==> config.mk <==
export PLATFORM = sky130hd
export DESIGN_NAME = nvac_top
export DESIGN_NICKNAME = d
export VERILOG_FILES = /design/src/design/nvac_pkg.sv /design/src/design/nvac_mem.sv /design/src/design/nvac_timer.sv /design/src/design/nvac_top.sv
export VERILOG_INCLUDE_DIRS = /design/src /design/src/design
export SDC_FILE = /design/constraint.sdc
export NUM_CORES = 1
export LEC_CHECK = 0
export BUFFER_PORTS_ARGS = -buffer_cell sky130_fd_sc_hd__buf_4
export CAP_MARGIN = 20
export CELL_PAD_IN_SITES_DETAIL_PLACEMENT = 1
export CELL_PAD_IN_SITES_GLOBAL_PLACEMENT = 1
export CORE_ASPECT_RATIO = 0.7
export CORE_UTILIZATION = 50
export DETAILED_ROUTE_END_ITERATION = 12
export PLACE_DENSITY_LB_ADDON = 0.3
export SYNTH_ARGS = -nofsm -noshare
export SYNTH_HDL_FRONTEND = slang
export SYNTH_SLANG_ARGS = --single-unit
==> constraint.sdc <==
create_clock -name pclk -period 4.36 [get_ports pclk]
set_input_delay 1.09 -clock pclk [delete_from_list [all_inputs] [get_ports pclk]]
set_output_delay 1.09 -clock pclk [all_outputs]
set_load 0.02 [all_outputs]
==> src/design/nvac_regs.svh <==
// Register indices, field positions, reset values and timing counts
// Notes on behaviour
// - Control register holds four low bits; bits 7-4 read zero and ignore writes.
// - Read-start and write-start accept only writes of one; hardware clears them when done.
// - Write-enable bit 2 allows writes; power-up and warm resets clear it, a completed write never does.
// - Abort flag bit 3 sets when master clear, watchdog or brown-out cuts a write.
// - A reset that aborts a write clears the data and address registers.
// - Each completed write sets done flag at bit 7; it stays until software or a warm reset clears it.
// - Unlock port stores nothing, reads zero, only watches the unlock byte writes.
// - Read-start bit 0 loads the addressed byte into data next cycle, then clears.
// - Data register keeps the last fetched byte until a read, a software write or a warm reset.
// - A write starts only after 55h, then AAh to unlock, then write-start set.
// - The unlock sequence must take exactly the expected number of cycles.
// - Write-start bit 1 cannot be set while write-enable is zero.
// - Clearing write-enable after a write has begun does not stop that write.
// - No write may start while the power-up delay timer is running.
// - Data protection is selected by the data-protect fuse programmed to zero.
// - With data protection active the core still reads and writes normally.
// - Address register selects one of 128 bytes by its seven low bits.
// - Each byte write first erases the location, then programs the new value.
// - Write duration comes from an on-chip timer, not from software.
`ifndef NVAC_REGS_SVH
`define NVAC_REGS_SVH

`define NVAC_IDX_FLAG   10'h00c
`define NVAC_IDX_DATA   10'h09a
`define NVAC_IDX_ADDR   10'h09b
`define NVAC_IDX_CTL    10'h09c
`define NVAC_IDX_KEY    10'h09d

`define NVAC_CTL_RD     0
`define NVAC_CTL_WR     1
`define NVAC_CTL_EN     2
`define NVAC_CTL_ERR    3
`define NVAC_FLAG_DONE  7

`define NVAC_DATA_RST   8'h00
`define NVAC_ADDR_RST   8'h00
`define NVAC_BIT_RST    1'b0

`define NVAC_KEY1       8'h55
`define NVAC_KEY2       8'haa
`define NVAC_ERASED     8'hff

`define NVAC_CLK_KHZ    50000
`define NVAC_PWRUP_MS   72
`define NVAC_PWRUP_CYC  (`NVAC_PWRUP_MS * `NVAC_CLK_KHZ)
`define NVAC_WRITE_US   4000
`define NVAC_WRITE_CYC  (`NVAC_WRITE_US * `NVAC_CLK_KHZ / 1000)
`define NVAC_SEQ_GAP    2

`endif

==> src/design/nvac_pkg.sv <==
// Types shared by the data memory access block
package nvac_pkg;

    typedef struct packed {
        logic [11:0] paddr;
        logic        pwrite;
        logic [31:0] pwdata;
        logic        psel;
        logic        penable;
    } nvac_apb_req_t;

    typedef struct packed {
        logic master_clear_pin;
        logic watchdog_timeout;
        logic brownout_detect;
    } nvac_rst_src_t;

    typedef enum logic [1:0] {
        SEQ_IDLE,
        SEQ_KEY1,
        SEQ_ARMED
    } nvac_seq_t;

endpackage

==> src/design/nvac_mem.sv <==
// Byte array with one write port and a registered read port
module nvac_mem #(
    parameter int unsigned AW = 7,
    parameter int unsigned DW = 8
) (
    // Clock and reset
    input  wire logic          pclk,
    input  wire logic          presetn,
    // Write port
    input  wire logic          we,
    input  wire logic [AW-1:0] waddr,
    input  wire logic [DW-1:0] wdata,
    // Read port
    input  wire logic [AW-1:0] raddr,
    output logic      [DW-1:0] rdata_ff
);

    logic [DW-1:0] mem [2**AW];

    always_ff @(posedge pclk) begin
        if (we) begin
            mem[waddr] <= wdata;
        end
    end

    always_ff @(posedge pclk or negedge presetn) begin
        if (!presetn) begin
            rdata_ff <= '0;
        end else begin
            rdata_ff <= mem[raddr];
        end
    end

endmodule // nvac_mem

==> src/design/nvac_timer.sv <==
// One-shot down counter with start, abort and a done pulse
module nvac_timer #(
    parameter int unsigned CNT_W = 22
) (
    // Clock and reset
    input  wire logic             pclk,
    input  wire logic             presetn,
    // Control
    input  wire logic             start,
    input  wire logic             abort,
    input  wire logic [CNT_W-1:0] load,
    // Status
    output logic                  busy_ff,
    output logic                  done_ff
);

    logic [CNT_W-1:0] cnt_ff;
    logic             last;

    assign last = busy_ff && (cnt_ff == CNT_W'(1));

    always_ff @(posedge pclk or negedge presetn) begin
        if (!presetn) begin
            cnt_ff  <= '0;
            busy_ff <= 1'b0;
        end else if (abort) begin
            cnt_ff  <= '0;
            busy_ff <= 1'b0;
        end else if (start) begin
            cnt_ff  <= load;
            busy_ff <= 1'b1;
        end else if (busy_ff) begin
            cnt_ff  <= cnt_ff - CNT_W'(1);
            busy_ff <= !last;
        end
    end

    always_ff @(posedge pclk or negedge presetn) begin
        if (!presetn) begin
            done_ff <= 1'b0;
        end else begin
            done_ff <= last && !abort && !start;
        end
    end

endmodule // nvac_timer

==> src/design/nvac_top.sv <==
// Data memory access control with its APB register file
`include "nvac_regs.svh"

module nvac_top
    import nvac_pkg::*;
#(
    parameter int unsigned PWRUP_CYCLES = `NVAC_PWRUP_CYC,
    parameter int unsigned WRITE_CYCLES = `NVAC_WRITE_CYC,
    parameter int unsigned SEQ_GAP      = `NVAC_SEQ_GAP,
    parameter int unsigned CNT_W        = 22
) (
    // Clock and power-on reset
    input  wire logic          pclk,
    input  wire logic          presetn,
    // APB slave
    input  wire nvac_apb_req_t apb_req,
    output logic [31:0]        prdata,
    output logic               pready,
    output logic               pslverr,
    // Reset sources and fuse, asynchronous pins
    input  wire nvac_rst_src_t rst_src,
    input  wire logic          data_protect_fuse,
    // Core state, same clock
    input  wire logic          core_asleep,
    // Status
    output logic               nvm_done_flag,
    output logic               ext_access_lock
);

    // Elaboration checks
    if (PWRUP_CYCLES < 1 || PWRUP_CYCLES >= (1 << CNT_W)) begin : g_chk_pwr
        $error("PWRUP_CYCLES out of range for CNT_W");
    end
    if (WRITE_CYCLES < 1 || WRITE_CYCLES >= (1 << CNT_W)) begin : g_chk_wr
        $error("WRITE_CYCLES out of range for CNT_W");
    end
    if (SEQ_GAP < 2 || SEQ_GAP > 14) begin : g_chk_gap
        $error("SEQ_GAP must lie between 2 and 14");
    end
    if (CNT_W < 2 || CNT_W > 30) begin : g_chk_w
        $error("CNT_W must lie between 2 and 30");
    end

    // Register word decode
    function automatic logic reg_hit(input logic [11:0] a, input logic [9:0] idx);
        return (a[1:0] == 2'b00) && (a[11:2] == idx);
    endfunction

    // Pin synchronisers
    logic [3:0] pin_s1_ff;
    logic [3:0] pin_s2_ff;
    logic       master_clear_pin_s;
    logic       wdt_s;
    logic       bod_s;
    logic       fuse_s;
    logic       warm_rst;

    always_ff @(posedge pclk or negedge presetn) begin
        if (!presetn) begin
            pin_s1_ff <= 4'h8; // Fuse stage idles unprotected
            pin_s2_ff <= 4'h8;
        end else begin
            pin_s1_ff <= {data_protect_fuse, rst_src};
            pin_s2_ff <= pin_s1_ff;
        end
    end

    assign fuse_s = pin_s2_ff[3];
    assign master_clear_pin_s = pin_s2_ff[2];
    assign wdt_s  = pin_s2_ff[1];
    assign bod_s  = pin_s2_ff[0];

    // Watchdog during sleep only wakes the core
    assign warm_rst = master_clear_pin_s || (wdt_s && !core_asleep) || bod_s;

    // APB phases
    logic        pready_ff;
    logic        pslverr_ff;
    logic [31:0] prdata_ff;
    logic        setup;
    logic        xfer;
    logic        wr_xfer;
    logic        hit_flag;
    logic        hit_data;
    logic        hit_addr;
    logic        hit_ctl;
    logic        hit_key;
    logic        mapped;
    logic [7:0]  wd;

    assign setup    = apb_req.psel && !apb_req.penable;
    assign xfer     = apb_req.psel && apb_req.penable && pready_ff;
    assign wr_xfer  = xfer && apb_req.pwrite && !pslverr_ff;
    assign hit_flag = reg_hit(apb_req.paddr, `NVAC_IDX_FLAG);
    assign hit_data = reg_hit(apb_req.paddr, `NVAC_IDX_DATA);
    assign hit_addr = reg_hit(apb_req.paddr, `NVAC_IDX_ADDR);
    assign hit_ctl  = reg_hit(apb_req.paddr, `NVAC_IDX_CTL);
    assign hit_key  = reg_hit(apb_req.paddr, `NVAC_IDX_KEY);
    assign mapped   = hit_flag || hit_data || hit_addr || hit_ctl || hit_key;
    assign wd       = apb_req.pwdata[7:0];

    // Register state
    logic       done_ff;
    logic [7:0] data_ff;
    logic [7:0] addr_ff;
    logic       rd_ff;
    logic       wr_ff;
    logic       en_ff;
    logic       abort_ff;
    logic       lock_ff;

    // Read multiplexer
    logic [31:0] nxt_prdata;

    always_comb begin
        nxt_prdata = 32'h0000_0000;
        if (hit_flag) begin
            nxt_prdata[`NVAC_FLAG_DONE] = done_ff;
        end else if (hit_data) begin
            nxt_prdata[7:0] = data_ff;
        end else if (hit_addr) begin
            nxt_prdata[7:0] = addr_ff;
        end else if (hit_ctl) begin
            nxt_prdata[3:0] = {abort_ff, en_ff, wr_ff, rd_ff};
        end
        // Unlock port reads back zero
    end

    // No wait state: answer prepared in setup, taken in access
    always_ff @(posedge pclk or negedge presetn) begin
        if (!presetn) begin
            pready_ff  <= 1'b0;
            pslverr_ff <= 1'b0;
            prdata_ff  <= 32'h0000_0000;
        end else begin
            pready_ff  <= setup;
            pslverr_ff <= setup && !mapped;
            prdata_ff  <= (setup && mapped && !apb_req.pwrite) ? nxt_prdata : 32'h0000_0000;
        end
    end

    // Register write strobes
    logic w_flag;
    logic w_data;
    logic w_addr;
    logic w_ctl;
    logic w_key;

    assign w_flag = wr_xfer && hit_flag;
    assign w_data = wr_xfer && hit_data;
    assign w_addr = wr_xfer && hit_addr;
    assign w_ctl  = wr_xfer && hit_ctl;
    assign w_key  = wr_xfer && hit_key;

    // Cycles between completed transfers
    logic [3:0] gap_ff;
    logic       gap_ok;

    always_ff @(posedge pclk or negedge presetn) begin
        if (!presetn) begin
            gap_ff <= 4'h0;
        end else if (xfer) begin
            gap_ff <= 4'h1;
        end else if (gap_ff != 4'hf) begin
            gap_ff <= gap_ff + 4'h1;
        end
    end

    assign gap_ok = (gap_ff == SEQ_GAP[3:0]);

    // Unlock sequence tracker
    nvac_seq_t seq_ff;

    always_ff @(posedge pclk or negedge presetn) begin
        if (!presetn) begin
            seq_ff <= SEQ_IDLE;
        end else if (warm_rst) begin
            seq_ff <= SEQ_IDLE;
        end else if (xfer) begin
            if (w_key && wd == `NVAC_KEY1) begin
                seq_ff <= SEQ_KEY1;
            end else if (seq_ff == SEQ_KEY1 && w_key && wd == `NVAC_KEY2 && gap_ok) begin
                seq_ff <= SEQ_ARMED;
            end else begin
                seq_ff <= SEQ_IDLE;
            end
        end
    end

    // Power-up delay
    logic pwr_arm_ff;
    logic pwr_busy;
    logic pwr_block;

    always_ff @(posedge pclk or negedge presetn) begin
        if (!presetn) begin
            pwr_arm_ff <= 1'b1;
        end else begin
            pwr_arm_ff <= 1'b0;
        end
    end

    nvac_timer #(
        .CNT_W (CNT_W)
    ) u_pwr_tmr (
        .pclk    (pclk),
        .presetn (presetn),
        .start   (pwr_arm_ff),
        .abort   (1'b0),
        .load    (PWRUP_CYCLES[CNT_W-1:0]),
        .busy_ff (pwr_busy),
        .done_ff ()
    );

    assign pwr_block = pwr_arm_ff || pwr_busy;

    // Write start decision
    logic wr_go;

    assign wr_go = w_ctl && wd[`NVAC_CTL_WR]
                   && en_ff
                   && seq_ff == SEQ_ARMED && gap_ok
                   && !pwr_block
                   && !wr_ff && !warm_rst;

    // Write timer
    logic wtm_done;

    nvac_timer #(
        .CNT_W (CNT_W)
    ) u_wr_tmr (
        .pclk    (pclk),
        .presetn (presetn),
        .start   (wr_go),
        .abort   (warm_rst),
        .load    (WRITE_CYCLES[CNT_W-1:0]),
        .busy_ff (),
        .done_ff (wtm_done)
    );

    // Write-enable
    always_ff @(posedge pclk or negedge presetn) begin
        if (!presetn) begin
            en_ff <= `NVAC_BIT_RST;
        end else if (warm_rst) begin
            en_ff <= `NVAC_BIT_RST;
        end else if (w_ctl) begin
            en_ff <= wd[`NVAC_CTL_EN];
        end
    end

    // Write-start
    always_ff @(posedge pclk or negedge presetn) begin
        if (!presetn) begin
            wr_ff <= `NVAC_BIT_RST;
        end else if (warm_rst) begin
            wr_ff <= `NVAC_BIT_RST;
        end else if (wr_go) begin
            wr_ff <= 1'b1;
        end else if (wtm_done) begin
            wr_ff <= 1'b0;
        end
    end

    // Read-start
    always_ff @(posedge pclk or negedge presetn) begin
        if (!presetn) begin
            rd_ff <= `NVAC_BIT_RST;
        end else if (warm_rst) begin
            rd_ff <= `NVAC_BIT_RST;
        end else if (rd_ff) begin
            rd_ff <= 1'b0;
        end else if (w_ctl && wd[`NVAC_CTL_RD]) begin
            rd_ff <= 1'b1;
        end
    end

    // Abort flag, a cut write wins over a clear
    always_ff @(posedge pclk or negedge presetn) begin
        if (!presetn) begin
            abort_ff <= `NVAC_BIT_RST;
        end else if (warm_rst && wr_ff) begin
            abort_ff <= 1'b1;
        end else if (w_ctl && !warm_rst) begin
            abort_ff <= wd[`NVAC_CTL_ERR];
        end
    end

    // Done flag, completion wins over a clear
    always_ff @(posedge pclk or negedge presetn) begin
        if (!presetn) begin
            done_ff <= `NVAC_BIT_RST;
        end else if (warm_rst) begin
            done_ff <= `NVAC_BIT_RST;
        end else if (wtm_done) begin
            done_ff <= 1'b1;
        end else if (w_flag) begin
            done_ff <= wd[`NVAC_FLAG_DONE];
        end
    end

    // Memory read data
    logic [7:0] mem_rdata;

    // Data register
    always_ff @(posedge pclk or negedge presetn) begin
        if (!presetn) begin
            data_ff <= `NVAC_DATA_RST;
        end else if (warm_rst) begin
            data_ff <= `NVAC_DATA_RST;
        end else if (rd_ff) begin
            data_ff <= mem_rdata;
        end else if (w_data) begin
            data_ff <= wd;
        end
    end

    // Address register
    always_ff @(posedge pclk or negedge presetn) begin
        if (!presetn) begin
            addr_ff <= `NVAC_ADDR_RST;
        end else if (warm_rst) begin
            addr_ff <= `NVAC_ADDR_RST;
        end else if (w_addr) begin
            addr_ff <= wd;
        end
    end

    // Write target captured at start
    logic [6:0] lat_addr_ff;
    logic [7:0] lat_data_ff;
    logic       erase_ff;

    always_ff @(posedge pclk or negedge presetn) begin
        if (!presetn) begin
            lat_addr_ff <= 7'h00;
            lat_data_ff <= `NVAC_DATA_RST;
        end else if (wr_go) begin
            lat_addr_ff <= addr_ff[6:0];
            lat_data_ff <= data_ff;
        end
    end

    always_ff @(posedge pclk or negedge presetn) begin
        if (!presetn) begin
            erase_ff <= 1'b0;
        end else begin
            erase_ff <= wr_go;
        end
    end

    // Erase first, program at timer expiry
    logic       mem_we;
    logic [7:0] mem_wdata;

    assign mem_we    = erase_ff || wtm_done;
    assign mem_wdata = erase_ff ? `NVAC_ERASED : lat_data_ff;

    nvac_mem #(
        .AW (7),
        .DW (8)
    ) u_mem (
        .pclk     (pclk),
        .presetn  (presetn),
        .we       (mem_we),
        .waddr    (lat_addr_ff),
        .wdata    (mem_wdata),
        .raddr    (addr_ff[6:0]),
        .rdata_ff (mem_rdata)
    );

    // Protection only shuts out the external programmer
    always_ff @(posedge pclk or negedge presetn) begin
        if (!presetn) begin
            lock_ff <= 1'b0;
        end else begin
            lock_ff <= !fuse_s;
        end
    end

    // Outputs
    assign prdata          = prdata_ff;
    assign pready          = pready_ff;
    assign pslverr         = pslverr_ff;
    assign nvm_done_flag   = done_ff;
    assign ext_access_lock = lock_ff;

endmodule // nvac_top

# [After elaboration in Yosys (flattened, before gate mapping)]
# Memory sizes are Yosys's and may differ from the RTL's. A register that Yosys moved wholly into a read port is not among the register bits.
# Cells that the tools add are included.
[op_classes] addsub=3 n_reduce_logical=69 div=0 magnitude_cmp=0 n_eq_ne=13 n_bitwise=0 n_mux=44 shift=0 n_mul=0
[ops] cell="22-bit 2-to-1 mux" n=5
[ops] cell="8-bit 2-to-1 mux" n=8
[ops] cell="22-bit by 1-bit == test with 1-bit output (second input constant)" n=2
[ops] cell="22-bit by 1-bit subtractor with 22-bit output (second input constant)" n=2
[ops] cell="10-bit by 8-bit == test with 1-bit output (second input constant)" n=4
[ops] cell="1-bit logical AND" n=37
[ops] cell="1-bit 2-to-1 mux" n=21
[ops] cell="4-bit 2-to-1 mux" n=5
[ops] cell="1-bit zero test" n=13
[ops] cell="2-bit nonzero test" n=6
[ops] cell="3-bit nonzero test" n=4
[ops] cell="10-bit by 4-bit == test with 1-bit output (second input constant)" n=1
[ops] cell="8-bit by 7-bit == test with 1-bit output (second input constant)" n=1
[ops] cell="8-bit == test (second input constant)" n=1
[ops] cell="1-bit logical OR" n=8
[ops] cell="2-bit 2-to-1 mux" n=4
[ops] cell="7-bit 2-to-1 mux" n=1
[ops] cell="4-bit by 1-bit adder with 4-bit output (second input constant)" n=1
[ops] cell="4-bit by 2-bit == test with 1-bit output (second input constant)" n=1
[ops] cell="4-bit != test (second input constant)" n=1
[ops] cell="2-bit by 1-bit == test with 1-bit output (second input constant)" n=1
[ops] cell="2-bit == test (second input constant)" n=1
[ops] cell="2-bit zero test" n=1
[totals] latchBits=0 mem_bits_ro=0 inputBits=54 reg_bits=110 elab_cells=154 ramBits=1024 output_inout_bits=36 memories=1
[mem_list] name="u_mem.mem" depth=128 word_bits=8 rd=1 rd_ports_with_merged_regs=1 wr=1 line_no="nvac_mem.sv:18" source="logic [DW-1:0] mem [2**AW];"

# [Logic depth before layout (Yosys ltp)]
[logic_depth] ltp_word=14 mapped_depth=9 depth_no_buf=7

# [Cells and area by module]
# From an unflattened synthesis, not the netlist that was laid out.
[unflattened] cells_unflattened=2243 area_unflattened_um2=45763.9
[by_module_without_submodules] mod="nvac_mem" area_each_um2=39701.8 cells_per_inst=1635 instances=1 seq_area_each_um2=30949.7
[by_module_without_submodules] mod="nvac_top" area_each_um2=3130.5 cells_per_inst=277 instances=1 seq_area_each_um2=1580.3
[by_module_without_submodules] mod="nvac_timer at u_wr_tmr" area_each_um2=1475.2 cells_per_inst=163 instances=1 seq_area_each_um2=600.6
[by_module_without_submodules] mod="nvac_timer at u_pwr_tmr" area_each_um2=1456.4 cells_per_inst=168 instances=1 seq_area_each_um2=600.6

# [Worst setup path after synthesis]
# OpenSTA, ideal clock, no wires.
[synth_timing] path_type="input port to flip-flop" startpoint="input port apb_req[42] (netlist bit)" endpoint="register data_ff[0]" arrival_ns=3.250 setup_slack_ns=0.985 n_path_buf=2 cell_stages=7 required_ns=4.235 setup_ns=0.125 path_cell_list="or4_4 > or3_1 > clkbuf_2 > nor3b_1 > a211o_1 > buf_4 > mux2_2"
[synth_via] elab_chain_cells=4
[synth_rtl] item="start: declaration" line_no="nvac_top.sv:16" source="input wire nvac_apb_req_t apb_req,"
[synth_rtl] item="10-bit by 8-bit == test with 1-bit output" line_no="nvac_top.sv:46" source="return (a[1:0] == 2'b00) && (a[11:2] == idx);"
[synth_rtl] item="1-bit logical AND" line_no="nvac_top.sv:46"
[synth_rtl] item="1-bit logical AND" line_no="nvac_top.sv:150" source="assign w_data = wr_xfer && hit_data;"
[synth_rtl] item="3-bit nonzero test (no source line)"
[synth_rtl] item="end signal: assignment" line_no="nvac_top.sv:308" source="data_ff <= `NVAC_DATA_RST;"
[synth_rtl] item="end signal: assignment" line_no="nvac_top.sv:310" source="data_ff <= `NVAC_DATA_RST;"
[synth_rtl] item="end signal: assignment" line_no="nvac_top.sv:312" source="data_ff <= mem_rdata;"
[synth_rtl] item="end: declaration" line_no="nvac_top.sv:104" source="logic [7:0] data_ff;"
# Every way passes these cells.
# A chain may end at the register's enable or synchronous reset.

==> flow_summary.json <==
{
  "outcome": "complete, no violations",
  "die_w_um": 360,
  "synth_xor_area_share_pct": 0.643,
  "synth_area_leader_cell": "edfxtp_1",
  "placedCellCount": 3289,
  "cts_buffers": 104,
  "grt_pass1_vias": 22500,
  "overflow": 0,
  "ctsHoldBuffers": 0,
  "ant_nets": 0,
  "holdPathEnd": "pin_s2_ff[2]",
  "grt_start_max_net_pins": 103,
  "clkTransAtPathRegs_ns": 0.06,
  "nets": 2295,
  "final.min_clock_period_ns": 3.41,
  "clkPwrFrac_pct": 43.5,
  "cp_max_fo": 25,
  "die_h_um": 253,
  "worst-setup-path-type": "reg -> reg",
  "holdWs_ns": 0.356,
  "endpoint_kind": "register",
  "tightest_slew_ns": 1.11,
  "port_buffers": 41,
  "synth_most_common_cell": "edfxtp_1",
  "postRouteWirelength_um": 109000,
  "ctsResizeCount": 0,
  "netlist_area_um2": 45000,
  "p_int_uw": 17200,
  "clock_latency_ns": 0.70,
  "pwr-share-seq_pct": 55.3,
  "combPwrFrac_pct": 1.2,
  "fin_skew_ns": 0.0241,
  "drv_slew": 0,
  "initial_core_util_pct": 50.8,
  "synthArstFlopShare_pct": 10.3,
  "max_freq_mhz": 293,
  "synth.area.top_cells": "edfxtp_1 68%, mux4_2 17%, dfrtp_1 6.4%",
  "vias": 21800,
  "clock-root-buffer": "clkbuf_16",
  "ys_seq_area_share_pct": 74.9,
  "muxShareOfSynthArea_pct": 18.1,
  "worstPathRequired_ns": 4.94,
  "final_cell_count_no_fill": 3484,
  "drt_iter0_drc": 2650,
  "drc": 0,
  "tritoncts": "done",
  "rows": 91,
  "ys_warn_count": 0,
  "cts_buffer_depth": 3,
  "grt_antenna_before_repair": 12,
  "synth_top_family_by_area": "multiplexers",
  "cts_setup_buffers": 0,
  "start_kind": "register",
  "seq_area_um2": 33700,
  "gp_congestion": 0.788,
  "max_slew_margin_pct": 25.8,
  "max_cap_violations": 0,
  "synth_compound_area_share_pct": 0.682,
  "synth_edf_count": 1024,
  "grt_pass1_wl_um": 157000,
  "synthAdderAreaFrac_pct": 0.167,
  "min_delay_path_depth": 0,
  "multiInputGateArea_um2": 10700,
  "hpwl_um": 67400,
  "syn_avg_cell_area_um2": 21.2,
  "synth_cells": 2124,
  "cp_cell_sequence": "buf_12 > buf_4 > mux4_2 > mux4_2 > mux4_2 > mux2_2",
  "setup_violations": 0,
  "p_switching_uw": 4230,
  "critPathMaxStageDelay_ns": 0.63,
  "synthFlopType": "edfxtp_1",
  "ys_top_cells_by_count": "1024 x edfxtp_1, 336 x mux4_2, 196 x nor2_1",
  "vdd_ir_drop_max_v": 0.000361,
  "crit_arrival_ns": 3.99,
  "switching_share_pct": 19.7,
  "drive_gt1_share_pct": 28.9,
  "areaGrowthSynthToFinish_pct": 12.0,
  "rsz0062_at_grt": "no",
  "rr_startpoint": "addr_ff[0]",
  "dr.pass1.iters": 5,
  "reg2reg_slack_ns": 0.95,
  "die_area_um2": 91200,
  "finalCritPeriodShare_pct": 78.2,
  "hold_path.class": "reg -> reg",
  "yosysUniqueCellTypes": 54,
  "synth-simple-area-share_pct": 3.96,
  "io_pins": 90,
  "p_leak_uw": 0.0128,
  "cpMostUsedCell": "mux4_2",
  "wl_per_cell_um": 31.1,
  "coreArea_um2": 88600,
  "powerDensity_nw_per_um2": 425,
  "gr-usage-all-layers_pct": 24.2,
  "synth-seq-cells": 1142,
  "cts_max_level": 3,
  "reg2reg_to": "u_mem.rdata_ff[3]",
  "reg2reg_depth": 6,
  "synth.top_cell.area_share_pct": 68.4,
  "final-hold-violation-count": 0,
  "fillCellCount": 7513,
  "holdCritStartpoint": "pin_s1_ff[2]",
  "setup_total_negative_slack_ns": 0,
  "slowest_stage": "dfrtp_4",
  "viasPerCell": 6.26,
  "cts.sinks": 1142
}
==> area by class of cell <==
| class | count | share of cell area [%] |
|---|---|---|
| antenna | 1 | 0.00497 |
| clock buffer | 133 | 5.63 |
| clock inverter | 59 | 1.22 |
| inverter | 10 | 0.0745 |
| multi-input combinational | 866 | 21.3 |
| sequential | 1142 | 66.9 |
| tap | 1162 | 2.89 |
| timing repair buffer | 111 | 2.01 |
==> worst max-delay path: cells and delay by family, from the launching register on <==
kind     cells  cell delay (ns)
flops        1             0.63
mux          4             1.95
buf+inv      2             0.66
==> worst max-delay path by stage <==
stage	startpoint	to	cells after the start
5_1_grt	addr_ff[0]	u_mem.rdata_ff[3]	5
6_report	addr_ff[0]	u_mem.rdata_ff[3]	6
3_3_place_gp	apb_req[42]	u_wr_tmr.cnt_ff[9]	6
2_1_floorplan	apb_req[42]	data_ff[0]	7
3_5_place_dp	apb_req[42]	u_wr_tmr.cnt_ff[12]	6
4_1_cts	addr_ff[0]	u_mem.rdata_ff[3]	6
==> flip-flops by register name, summed over array words and instances (netlist names), 7 cells and up <==
| signal | count |
|---|---|
| u_pwr_tmr.cnt_ff | 22 |
| u_mem.rdata_ff | 8 |
| addr_ff | 8 |
| u_wr_tmr.cnt_ff | 22 |
| data_ff | 8 |
| u_mem.mem | 1024 |
| lat_data_ff | 8 |
| prdata | 8 |
| lat_addr_ff | 7 |
==> power groups by stage <==
stage | clock network, uW | logic, uW | registers (uW)
2_1_floorplan | 0 | 174 | 12100
3_3_place_gp | 0 | 231 | 12100
3_5_place_dp | 0 | 249 | 12100
4_1_cts | 9460 | 252 | 11900
5_1_grt | 9790 | 277 | 11900
6_report | 9330 | 249 | 11900
==> through the flow <==
step	total power [uW]	instance area (um^2)	setup WS, ns	utilization [%]
after floorplan	12200	45100	0.985	-
after global placement	12300	46900	0.562	52.9
after detailed placement	12300	46900	0.503	52.9
after CTS	21600	50300	0.933	56.8
after global routing	21900	50400	0.840	56.9
final	21400	50400	0.949	56.9
==> layout by cell type (no fill, tap or decap), drive strengths merged, types with 11 or more instances in the layout <==
master	instances
nand2b	15
edfxtp	1024
nand2	26
nand3	25
clkbuf	133
nor2	196
nor3	18
mux4	336
buf	111
xnor2	13
xor2	20
clkinv	36
nor2b	11
bufinv	12
mux2	31
dfrtp	115
conb	25
mux2i	21
inv	13
o21ai	16
==> layer usage <==
layer	GRT usage [%]	part of all wire [%]	vias up	wire, um
met5	0	0.019	-	21
met4	6.12	2.1	4	2330
met1	36.6	43	11900	46800
met3	5.58	9.0	147	9770
li1	-	-	8901	-
met2	35.9	46	899	49600
==> cell families after synthesis <==
logic type,Yosys count
compound gates,47
xor+xnor,33
fa+ha+maj,6
buf+inv,140
flops,1142
mux,388
other cells,1
simple gates,367
(Power assumes the default switching activity.)
